**src/rtl/ladder_pkg_mem.sv**
```systemverilog
// constants, instruction layout and the program memory of the ladder evaluator
`timescale 1ns/100ps
package ladder_pkg;
  localparam int PROG_WORDS = 144;
  localparam int ADDR_W = 8;
  localparam logic [7:0] PROG_FIRST = 8'h00;
  localparam logic [7:0] PROG_LAST = 8'h8F;
  localparam int CH_BITS = 16;
  localparam int STACK_DEPTH = 8;
  // function codes
  localparam logic [7:0] FC_NOP = 8'h00;
  localparam logic [7:0] FC_END = 8'h01;
  localparam logic [7:0] FC_LD = 8'h40;
  localparam logic [7:0] FC_LDN = 8'h41;
  localparam logic [7:0] FC_AND = 8'h42;
  localparam logic [7:0] FC_ANDN = 8'h43;
  localparam logic [7:0] FC_OR = 8'h44;
  localparam logic [7:0] FC_ORN = 8'h45;
  localparam logic [7:0] FC_BLK_AND = 8'h46;
  localparam logic [7:0] FC_BLK_OR = 8'h47;
  localparam logic [7:0] FC_OUT = 8'h48;
  localparam logic [7:0] FC_OUTN = 8'h49;
  // bit address channels
  localparam logic [7:0] CH_IN = 8'h00;
  localparam logic [7:0] CH_OUT = 8'h01;
  localparam logic [7:0] CH_WORK = 8'h02;
  localparam logic [15:0] IMAGE_RESET = 16'h0000;
  // one program line: function code, then a four-digit bit address
  typedef struct packed {
    logic [7:0] func;
    logic [7:0] chan;
    logic [7:0] bitSel;
  } instr_s;
  localparam int INSTR_W = $bits(instr_s);
  localparam instr_s INSTR_RESET = '{func: FC_NOP, chan: 8'h00, bitSel: 8'h00};
endpackage

// program store with separate write and read addresses, registered read data
module ladder_prog_mem #(
  parameter int DEPTH = ladder_pkg::PROG_WORDS,
  parameter int AW = ladder_pkg::ADDR_W
) (
  input wire logic ref_clk, // system clock
  input wire logic wrEn, // write strobe
  input wire logic [AW-1:0] wrAddr, // write address
  input wire ladder_pkg::instr_s wrData, // write data
  input wire logic [AW-1:0] rdAddr, // read address
  output ladder_pkg::instr_s rdData // read data, one cycle late
);
  ladder_pkg::instr_s mem [DEPTH];

  // write and registered read; out-of-range writes dropped
  always_ff @(posedge ref_clk)
  begin
    if (wrEn && (int'(wrAddr) < DEPTH))
      mem[wrAddr] <= wrData;
    rdData <= (int'(rdAddr) < DEPTH) ? mem[rdAddr] : ladder_pkg::INSTR_RESET;
  end
endmodule

```
**src/rtl/ladder_bit_logic_evaluator.sv**
```systemverilog
// ladder bit-logic evaluator: scan engine, condition logic and bit image
`timescale 1ns/100ps

// Functional notes
// [RQ1] series/parallel ops combine condition with operand bit, negated forms invert
// [RQ2] direct output drives its bit equal to the condition each scan
// [RQ3] inverted output drives its bit opposite to the condition
// [RQ4] both output forms use one program line with the operand inline
// [RQ5] bits 0000/0001 are inputs 0/1; bits 0100/0101 drive outputs 0/1
// [RQ6] scan runs in address order to first end, then restarts at 000
// [RQ7] nothing after the first end instruction is ever executed
// [RQ8] end instruction has function code 01
// [RQ9] end takes no operand and ignores the execution condition
// [RQ10] without any end instruction in memory nothing executes
// [RQ11] mid-line block-start load pushes the condition, then loads operand
// [RQ12] only a mid-line block-start load creates a saved condition
// [RQ13] block-and ANDs condition with last saved one and pops it
// [RQ14] block-or is like block-and but ORs
// [RQ15] block-combining ops take no operand, use earlier conditions only
// [RQ16] block-start load sets condition to operand, negated form to its inverse
// [RQ17] program memory runs from 000 for 144 one-line words
// [RQ18] saved conditions form a stack, cleared at the start of each scan
// [RQ19] block op on empty stack keeps condition and flags a program error
module ladder_bit_logic_evaluator #(
  parameter int NUM_IN = ladder_pkg::CH_BITS,
  parameter int NUM_OUT = ladder_pkg::CH_BITS,
  parameter int STACK_DEPTH = ladder_pkg::STACK_DEPTH
) (
  input wire logic ref_clk, // system clock, 250 MHz
  input wire logic nrst, // synchronous reset, active low
  input wire logic [NUM_IN-1:0] inPins, // physical inputs, asynchronous
  output logic [NUM_OUT-1:0] outPins, // physical outputs
  input wire logic progWe, // program write strobe
  input wire logic [ladder_pkg::ADDR_W-1:0] progAddr, // program write address
  input wire ladder_pkg::instr_s progData, // program write word
  output logic running, // executing instructions this scan
  output logic scanDone, // pulse when an end instruction is executed
  output logic progError // sticky block-op-on-empty-stack flag
);
  typedef enum logic [1:0] {SEEK_FETCH, SEEK_CHECK, RUN_FETCH, RUN_EXEC} scan_e;
  localparam int CNT_W = $clog2(STACK_DEPTH + 1);
  localparam logic [CNT_W-1:0] CNT_FULL = CNT_W'(STACK_DEPTH);

  scan_e state_reg, state_next;
  logic [7:0] pc_reg, pc_next;
  logic [7:0] endAddr_reg, endAddr_next;
  logic cond_reg, cond_next;
  logic lineStart_reg, lineStart_next;
  logic [STACK_DEPTH-1:0] stack_reg, stack_next;
  logic [CNT_W-1:0] stackCnt_reg, stackCnt_next;
  logic [NUM_OUT-1:0] outImg_reg, outImg_next;
  logic [ladder_pkg::CH_BITS-1:0] work_reg, work_next;
  logic err_reg, err_next;
  logic done_reg, done_next;
  logic [NUM_IN-1:0] inMeta_reg, inSync_reg;
  ladder_pkg::instr_s instr;

  // bcd bit number 00..15 to index; bit 4 set marks an invalid number
  function automatic logic [4:0] bitIndex(input logic [7:0] bcd);
    logic [4:0] idx;
    idx = 5'h10;
    if (bcd[7:4] == 4'h0 && bcd[3:0] <= 4'h9)
      idx = {1'b0, bcd[3:0]};
    else if (bcd[7:4] == 4'h1 && bcd[3:0] <= 4'h5)
      idx = 5'(bcd[3:0]) + 5'h0A;
    return idx;
  endfunction

  // [RQ17] program store
  ladder_prog_mem #(.DEPTH(ladder_pkg::PROG_WORDS), .AW(ladder_pkg::ADDR_W)) progMem (
    .ref_clk(ref_clk),
    .wrEn(progWe),
    .wrAddr(progAddr),
    .wrData(progData),
    .rdAddr(pc_reg),
    .rdData(instr)
  );

  // operand decode
  wire logic [4:0] opIdx = bitIndex(instr.bitSel);
  wire logic opValid = !opIdx[4];
  wire logic [ladder_pkg::CH_BITS-1:0] inWide = ladder_pkg::CH_BITS'(inSync_reg);
  wire logic [ladder_pkg::CH_BITS-1:0] outWide = ladder_pkg::CH_BITS'(outImg_reg);
  // [RQ5] channel 00 reads inputs, channel 01 the output image
  wire logic [ladder_pkg::CH_BITS-1:0] chanWord =
    (instr.chan == ladder_pkg::CH_IN) ? inWide :
    (instr.chan == ladder_pkg::CH_OUT) ? outWide :
    (instr.chan == ladder_pkg::CH_WORK) ? work_reg : ladder_pkg::IMAGE_RESET;
  wire logic opBit = opValid && chanWord[opIdx[3:0]];
  // odd load, and, or and output codes are the negated forms
  wire logic litBit = opBit ^ instr.func[0];
  wire logic outVal = cond_reg ^ instr.func[0];
  wire logic execNow = (state_reg == RUN_EXEC);
  wire logic isEnd = (instr.func == ladder_pkg::FC_END);
  wire logic isLoad = (instr.func == ladder_pkg::FC_LD) || (instr.func == ladder_pkg::FC_LDN);
  wire logic isBlk = (instr.func == ladder_pkg::FC_BLK_AND) || (instr.func == ladder_pkg::FC_BLK_OR);
  wire logic isOut = (instr.func == ladder_pkg::FC_OUT) || (instr.func == ladder_pkg::FC_OUTN);
  wire logic stackEmpty = (stackCnt_reg == '0);

  // input synchroniser, two flops
  always_ff @(posedge ref_clk)
  begin
    inMeta_reg <= inPins;
    inSync_reg <= inMeta_reg;
  end

  // scan sequencing
  always_comb
  begin
    state_next = state_reg;
    pc_next = pc_reg;
    endAddr_next = endAddr_reg;
    done_next = 1'b0;
    unique case (state_reg)
      SEEK_FETCH:
        state_next = SEEK_CHECK;
      SEEK_CHECK:
      begin
        // [RQ10] run only once an end instruction is located
        if (isEnd)
        begin
          endAddr_next = pc_reg;
          pc_next = ladder_pkg::PROG_FIRST;
          state_next = RUN_FETCH;
        end
        else
        begin
          pc_next = (pc_reg == ladder_pkg::PROG_LAST) ? ladder_pkg::PROG_FIRST : pc_reg + 8'h01;
          state_next = SEEK_FETCH;
        end
      end
      RUN_FETCH:
        state_next = RUN_EXEC;
      RUN_EXEC:
      begin
        // [RQ6] [RQ7] [RQ8] stop at first end, restart from 000
        if (isEnd || pc_reg == endAddr_reg)
        begin
          done_next = isEnd;
          pc_next = ladder_pkg::PROG_FIRST;
          state_next = SEEK_FETCH;
        end
        else
        begin
          pc_next = pc_reg + 8'h01;
          state_next = RUN_FETCH;
        end
      end
    endcase
  end

  // condition, stack and bit image
  always_comb
  begin
    cond_next = cond_reg;
    lineStart_next = lineStart_reg;
    stack_next = stack_reg;
    stackCnt_next = stackCnt_reg;
    outImg_next = outImg_reg;
    work_next = work_reg;
    err_next = err_reg;
    if (state_reg == SEEK_CHECK && isEnd)
    begin
      // [RQ18] fresh stack and line at scan start
      stack_next = '0;
      stackCnt_next = '0;
      cond_next = 1'b0;
      lineStart_next = 1'b1;
    end
    // [RQ9] end ignores condition
    else if (execNow && !isEnd)
    begin
      unique case (instr.func)
        ladder_pkg::FC_LD, ladder_pkg::FC_LDN:
        begin
          // [RQ11] [RQ12] mid-line load saves condition
          if (!lineStart_reg)
          begin
            stack_next = {stack_reg[STACK_DEPTH-2:0], cond_reg};
            stackCnt_next = (stackCnt_reg == CNT_FULL) ? stackCnt_reg : stackCnt_reg + CNT_W'(1);
          end
          // [RQ16] load operand
          cond_next = litBit;
          lineStart_next = 1'b0;
        end
        // [RQ1] series and parallel conditions
        ladder_pkg::FC_AND, ladder_pkg::FC_ANDN:
          cond_next = cond_reg & litBit;
        ladder_pkg::FC_OR, ladder_pkg::FC_ORN:
          cond_next = cond_reg | litBit;
        ladder_pkg::FC_BLK_AND, ladder_pkg::FC_BLK_OR:
        begin
          // [RQ15] [RQ19] operate on saved conditions only
          if (stackEmpty)
            err_next = 1'b1;
          else
          begin
            // [RQ13] [RQ14] combine with top and pop
            cond_next = instr.func[0] ? (cond_reg | stack_reg[0]) : (cond_reg & stack_reg[0]);
            stack_next = {1'b0, stack_reg[STACK_DEPTH-1:1]};
            stackCnt_next = stackCnt_reg - CNT_W'(1);
          end
        end
        ladder_pkg::FC_OUT, ladder_pkg::FC_OUTN:
        begin
          // [RQ2] [RQ3] [RQ4] [RQ5] single-line output writes
          if (opValid && instr.chan == ladder_pkg::CH_OUT && int'(opIdx) < NUM_OUT)
            outImg_next[opIdx[3:0]] = outVal;
          if (opValid && instr.chan == ladder_pkg::CH_WORK)
            work_next[opIdx[3:0]] = outVal;
          lineStart_next = 1'b1;
        end
        default:
          lineStart_next = lineStart_reg;
      endcase
    end
  end

  // state registers
  always_ff @(posedge ref_clk)
  begin
    if (!nrst)
    begin
      state_reg <= SEEK_FETCH;
      pc_reg <= ladder_pkg::PROG_FIRST;
      endAddr_reg <= ladder_pkg::PROG_FIRST;
      cond_reg <= 1'b0;
      lineStart_reg <= 1'b1;
      stack_reg <= '0;
      stackCnt_reg <= '0;
      outImg_reg <= '0;
      work_reg <= ladder_pkg::IMAGE_RESET;
      err_reg <= 1'b0;
      done_reg <= 1'b0;
    end
    else
    begin
      state_reg <= state_next;
      pc_reg <= pc_next;
      endAddr_reg <= endAddr_next;
      cond_reg <= cond_next;
      lineStart_reg <= lineStart_next;
      stack_reg <= stack_next;
      stackCnt_reg <= stackCnt_next;
      outImg_reg <= outImg_next;
      work_reg <= work_next;
      err_reg <= err_next;
      done_reg <= done_next;
    end
  end

  assign outPins = outImg_reg;
  assign progError = err_reg;
  assign scanDone = done_reg;
  assign running = (state_reg == RUN_FETCH) || execNow;

  wire logic outToBit = execNow && isOut && instr.chan == ladder_pkg::CH_OUT && opValid && opIdx < 5'(NUM_OUT);
endmodule

```
**config.mk**
```make
export PLATFORM = sky130hd
export DESIGN_NAME = ladder_bit_logic_evaluator
export DESIGN_NICKNAME = d
export VERILOG_FILES = /design/src/rtl/ladder_pkg_mem.sv /design/src/rtl/ladder_bit_logic_evaluator.sv
export SDC_FILE = /design/constraint.sdc
export NUM_CORES = 2
export LEC_CHECK = 0
export BUFFER_PORTS_ARGS = -buffer_cell sky130_fd_sc_hd__buf_2
export CAP_MARGIN = 30
export CORE_MARGIN = 1
export CORE_UTILIZATION = 45
export CTS_CLUSTER_SIZE = 12
export DETAILED_ROUTE_END_ITERATION = 10
export GPL_ROUTABILITY_DRIVEN = 0
export GPL_TIMING_DRIVEN = 0
export PLACE_DENSITY_LB_ADDON = 0.2
export SLEW_MARGIN = 40
export SYNTH_ARGS = -nofsm -noshare
export SYNTH_HDL_FRONTEND = slang
export SYNTH_SLANG_ARGS = --single-unit
```
**constraint.sdc**
```tcl
create_clock -name ref_clk -period 8.47 [get_ports ref_clk]
set_clock_uncertainty 0.1 [all_clocks]
set_input_delay 1.694 -clock ref_clk [delete_from_list [all_inputs] [get_ports ref_clk]]
set_output_delay 1.694 -clock ref_clk [all_outputs]
set_load 0.01 [all_outputs]
```
* Word level (Yosys, flattened, before mapping)
Memory sizes are Yosys's and may differ from the RTL's. A register that Yosys moved wholly into a read port is not among the register bits.
Index checks and enable logic that the tools add are counted.
** Storage, ports and cells
- Register bits after elaboration :: 98
- RAM bits :: 3456
- Input port bits :: 51
- Memories :: 1
** Cells by class
- Add/subtract/negate cells :: 4
- Magnitude comparators :: 7
- Eq/ne operators :: 23
- Mux-type cells :: 31
- Bitwise logic cells :: 8
- Reductions and logical operators :: 38
** Memories
- progMem.mem :: words 144, width 24, read ports 1, clocked after Yosys merged registers in 1, wr ports 1, RTL line ladder_pkg_mem.sv:50 : ladder_pkg::instr_s mem [DEPTH];
** Operators by type and width (count)
- $eq 8x7->1 const B :: 10
- $mux 16 :: 3
- $mux 8 :: 5
- $bwmux 16 :: 2
- $pmux 8 s2 :: 2
- $eq 8x1->1 const B :: 2
- $lt 8x8->1 const B :: 2
- $reduce_and 4->1 :: 4
- $mux 4 :: 3
- $reduce_or 2->1 :: 6
- $logic_and 1x1->1 :: 10
- $mux 5 :: 2
- $add 8x1->8 const B :: 1
- $eq 8x2->1 const B :: 1
- $eq 8x8->1 :: 1
- $eq 8x8->1 const B :: 1
- $logic_not 4->1 :: 2
- $logic_not 8->1 :: 1
- $pmux 2 s4 :: 1
- $pmux 4 s2 :: 1
- $mux 1 :: 6
- $ne 2x2->1 const B :: 3
- $reduce_and 3->1 :: 2
- $reduce_bool 2->1 :: 3
- other kinds (27) :: 37

* Depth between registers and ports, before layout
- Depth in word-level cells :: 10
- Mapped depth :: 12
- Mapped depth without buffers :: 9

* Cells and area by module
From an unflattened synthesis, not the netlist that was laid out.
** Second synthesis, totals
- Cell total of the unflattened synthesis :: 6274
- Area total of the unflattened synthesis :: 137684.6 um2
** By module, submodules not included
- ladder_prog_mem :: times used 1, cells an instance 5759, area each 133142.7 um2
- ladder_bit_logic_evaluator :: times used 1, cells an instance 515, area each 4541.9 um2

* Worst setup path after synthesis
OpenSTA, ideal clock, no wires.
- Path kind :: input -> register
- Start :: input progWe
- End :: memory progMem.mem[51][0] in the netlist's numbering, enable pin
- Data arrival time :: 3.745 ns
- Required time :: 7.965 ns
- Setup slack :: 4.220 ns
- Stages :: 5
- Buffers on the path :: 2
- Cell sequence :: clkbuf_1 nor3b_1 nand3_1 clkbuf_1 nor2_1
** Between the ends
- Cells in the longest elaborated chain, start to end :: 3
** Ends and longest elaborated chain
- start: declaration :: RTL line ladder_bit_logic_evaluator.sv:33 : input wire logic progWe,
- $logic_and 1x1->1 :: RTL line ladder_pkg_mem.sv:55 : if (wrEn && (int'(wrAddr) < DEPTH))
- $mux 1 :: RTL line ladder_pkg_mem.sv:55
- $mux 1 (not written as such) :: RTL line ladder_pkg_mem.sv:56 : mem[wrAddr] <= wrData;
- end: declaration :: RTL line ladder_pkg_mem.sv:50
No other way between the ends.

* Worst setup path after layout
- Start :: register pc_reg[0]
- End :: register, netlist name progMem.rdData[2]
** Between the ends
- Cells in the longest elaborated chain, start to end :: 2
** Ends and longest elaborated chain
- start: declaration :: RTL line ladder_bit_logic_evaluator.sv:45 : logic [7:0] pc_reg, pc_next;
- start signal: assignment :: RTL line ladder_bit_logic_evaluator.sv:225 : pc_reg <= ladder_pkg::PROG_FIRST;
- start signal: assignment :: RTL line ladder_bit_logic_evaluator.sv:239 : pc_reg <= pc_next;
- $lt 8x8->1 :: RTL line ladder_pkg_mem.sv:57 : rdData <= (int'(rdAddr) < DEPTH) ? mem[rdAddr] : ladder_pkg::INSTR_RESET;
- $logic_not 1->1 (no source line)
Parallel ways exist; a longest one is shown, timed or not.
A chain may end at the register's enable or synchronous reset.

==> run metrics <==
Row Count 202; setup repair after global routing missed its margin no; area of the multi-input gates 30300 um2; Largest regs progMem.mem (3456), progMem.rdData (24); leading cell type in the layout, fill and taps excluded edfxtp_1; actual slew at the worst max-slew pin 0.951 ns; Hold Slack 0.225 ns; Hold-fix buffers, CTS 0; total grt overflow 0; leakage between 0.04 and 0.05 uW; Critical Path Source pc_reg[0]; setup_tns 0 ns; critical hold path startpoint inMeta_reg[11]; CTS Buffer Depth 4; post-cts repair resize count 0; Setup WS pre-CTS 3.39 ns; Final Cycle Share between 50 and 60%; yosys warns 0; Slew headroom between 30% and 40%; sw frac 21.3%; CTS buffer count 367; critical path class reg2reg; Largest Register progMem.mem; initial antenna violation count 33; DRT Pass-1 Iters 8; starting density of the core 45.2%; Post-synth top flop edfxtp_1; final cell count without fillers 10700; Max-cap violations 0; Clock Latency Late Sink 0.90 ns; H-tree depth 5; Peak supply drop 0.181 mV; area of the mapped netlist 137000 um2; most frequent cells in the layout 3456 x edfxtp_1, 1080 x mux4_2, 375 x clkbuf_16, 181 x clkbuf_1, 177 x buf_16; Final Hold Viols 0; max FFs per register 3456; PD cells 224 nW/um2; hold path depth 0; combinational power share roughly 5.1%; Die Wd 554 um; internal power 28300 uW; EDFF count, synth approximately 3500; data arrival time of the critical path ~5.7 ns; Root Driver clkbuf_16; Post-CTS Setup Bufs 0; slack of the critical path 3.40 ns; Critical Path Sink Type register; CTS tree yes; All-Layer GR Usage 25.6%; fin util 53.1%; RR Startpoint pc_reg[0]; sequential-to-total area share from yosys stat 77.6%; Post-Syn Instances 5800; run status finished, final reports clean; nets@finish about 6600; Ports 70; core area 303000 um2; Final min period 5.07 ns; synth unique cells 58; drt initial violations between 9000 and 10000; NetSw 7650 uW; Clk network pwr share 40.8%; routed wire length 392 mm; # setup viols final 0; layout cell share with drive strength beyond 1 34.3%; Highest Clock Rate 197 MHz; syn nets between 5000 and 6000; via count 67200; DP Wirelength around 270 mm; FFs w/ async S/R, synth 0%; Pins Over Slew Limit 0; first-pass GRT wire length 539 mm; detailed-route DRC error count 0; Die Area 306000 um2; Final ANT Viol Nets 0; critical path startpoint category register; Post-Syn Area per Cell between 20 and 25 um2; vias in the first global route ~67000; Max Fanout on Critical Path 10; Die Height 554 um; area grow syn2layout 17.5%; Worst EP required 9.09 ns; Flop pwr share 54.1%; WL per Instance 36.6 um; IO buf count 64; clk sinks roughly 3600; Seq. cell area 106000 um2; Placed Cells 10100; fillcell total 22700; largest net degree at the start of global routing 113; Register-to-Register Path Depth 10; HP Class reg2reg; number of vias per cell 6.26; Yosys reg bits about 3600; clk slew on worst S/H paths 0.06 ns
## path summary, 6_finish.rpt
| kind | slack (ns) | to |
|---|---|---|
| max | 3.40 | progMem.rdData[2] |
| min reg2reg | 0.23 | inSync_reg[11] |
| max reg2reg | 3.40 | progMem.rdData[2] |
| min | 0.23 | inSync_reg[11] |
## cells in the mapped netlist, drive strengths merged (7+ instances only)
library cell	n	area (um2)
o211ai	26	195
o21ai	7	35.0
inv	11	41.3
mux4	1080	24300
a211oi	7	52.6
mux2i	60	601
nand4	13	81.3
nor2	220	826
nor3	26	130
edfxtp	3456	104000
xor2	13	114
nand2	135	507
nand3	64	320
nor2b	16	100
o2bb2ai	7	61.3
a22oi	24	180
buf	142	787
dfxtp	122	2440
a21oi	50	250
mux2	71	800
clkbuf	174	653
## layer usage
layer | share of wire (%) | GRT usage, % | vias to the layer above
li1 | - | - | 26300
met2 | 46 | 38.8 | 3656
met3 | 10 | 5.93 | 655
met4 | 4.3 | 10.0 | 18
met1 | 40 | 36.1 | 36600
met5 | 0.028 | 0 | -
## cell families (layout without fill, tap and decap cells)
kind of cell               Yosys count  count (layout)  synth area share, %
AOI/OAI and AO/OA                  154             154                0.760
xor gates and xnor gates            17              17                0.109
adders and majority gates            5               5               0.0512
buffers and inverters              328            1274                 1.08
DFF                               3578            3578                 77.6
muxes                             1211            1211                 18.8
other                                0              11                    0
and+or+nand+nor                    507             507                 1.61
## power by group through the flow
stage	Sequential [uW]	Combinational [uW]	Clock, uW
floorplan	19800	951	0
global placement	19900	1730	0
detailed placement	19800	1840	0
CTS	19500	1850	14900
global route	19500	1920	15500
finish	19500	1840	14700
## cell type report
class	instances	share of cell area [%]
clock buffers	480	6.11
multi-input cells	1894	18.9
clock inverters	107	0.391
repair buffers	359	4.47
diodes	11	0.0171
inverters	12	0.0280
flip-flops and latches	3578	66.0
plain buffers	316	0.980
well taps	3978	3.09
## stage by stage
stage | total power (uW) | instance area [um2]
4_1_cts | 36200 | 161000
2_1_floorplan | 20800 | 137000
5_1_grt | 36800 | 161000
3_3_place_gp | 21600 | 142000
3_5_place_dp | 21700 | 150000
6_report | 36000 | 161000
## worst max-delay path, cell delays in order, from the launching register on
cell	delay (ns)
dfxtp_1	0.51
buf_2	0.33
buf_6	0.24
buf_2	0.44
buf_2	0.57
mux4_2	0.60
mux4_2	0.54
mux2i_1	0.73
nand2_1	0.21
o211ai_1	0.40
nand3_1	0.16
No activity file was read; power rests on OpenSTA's default activity.
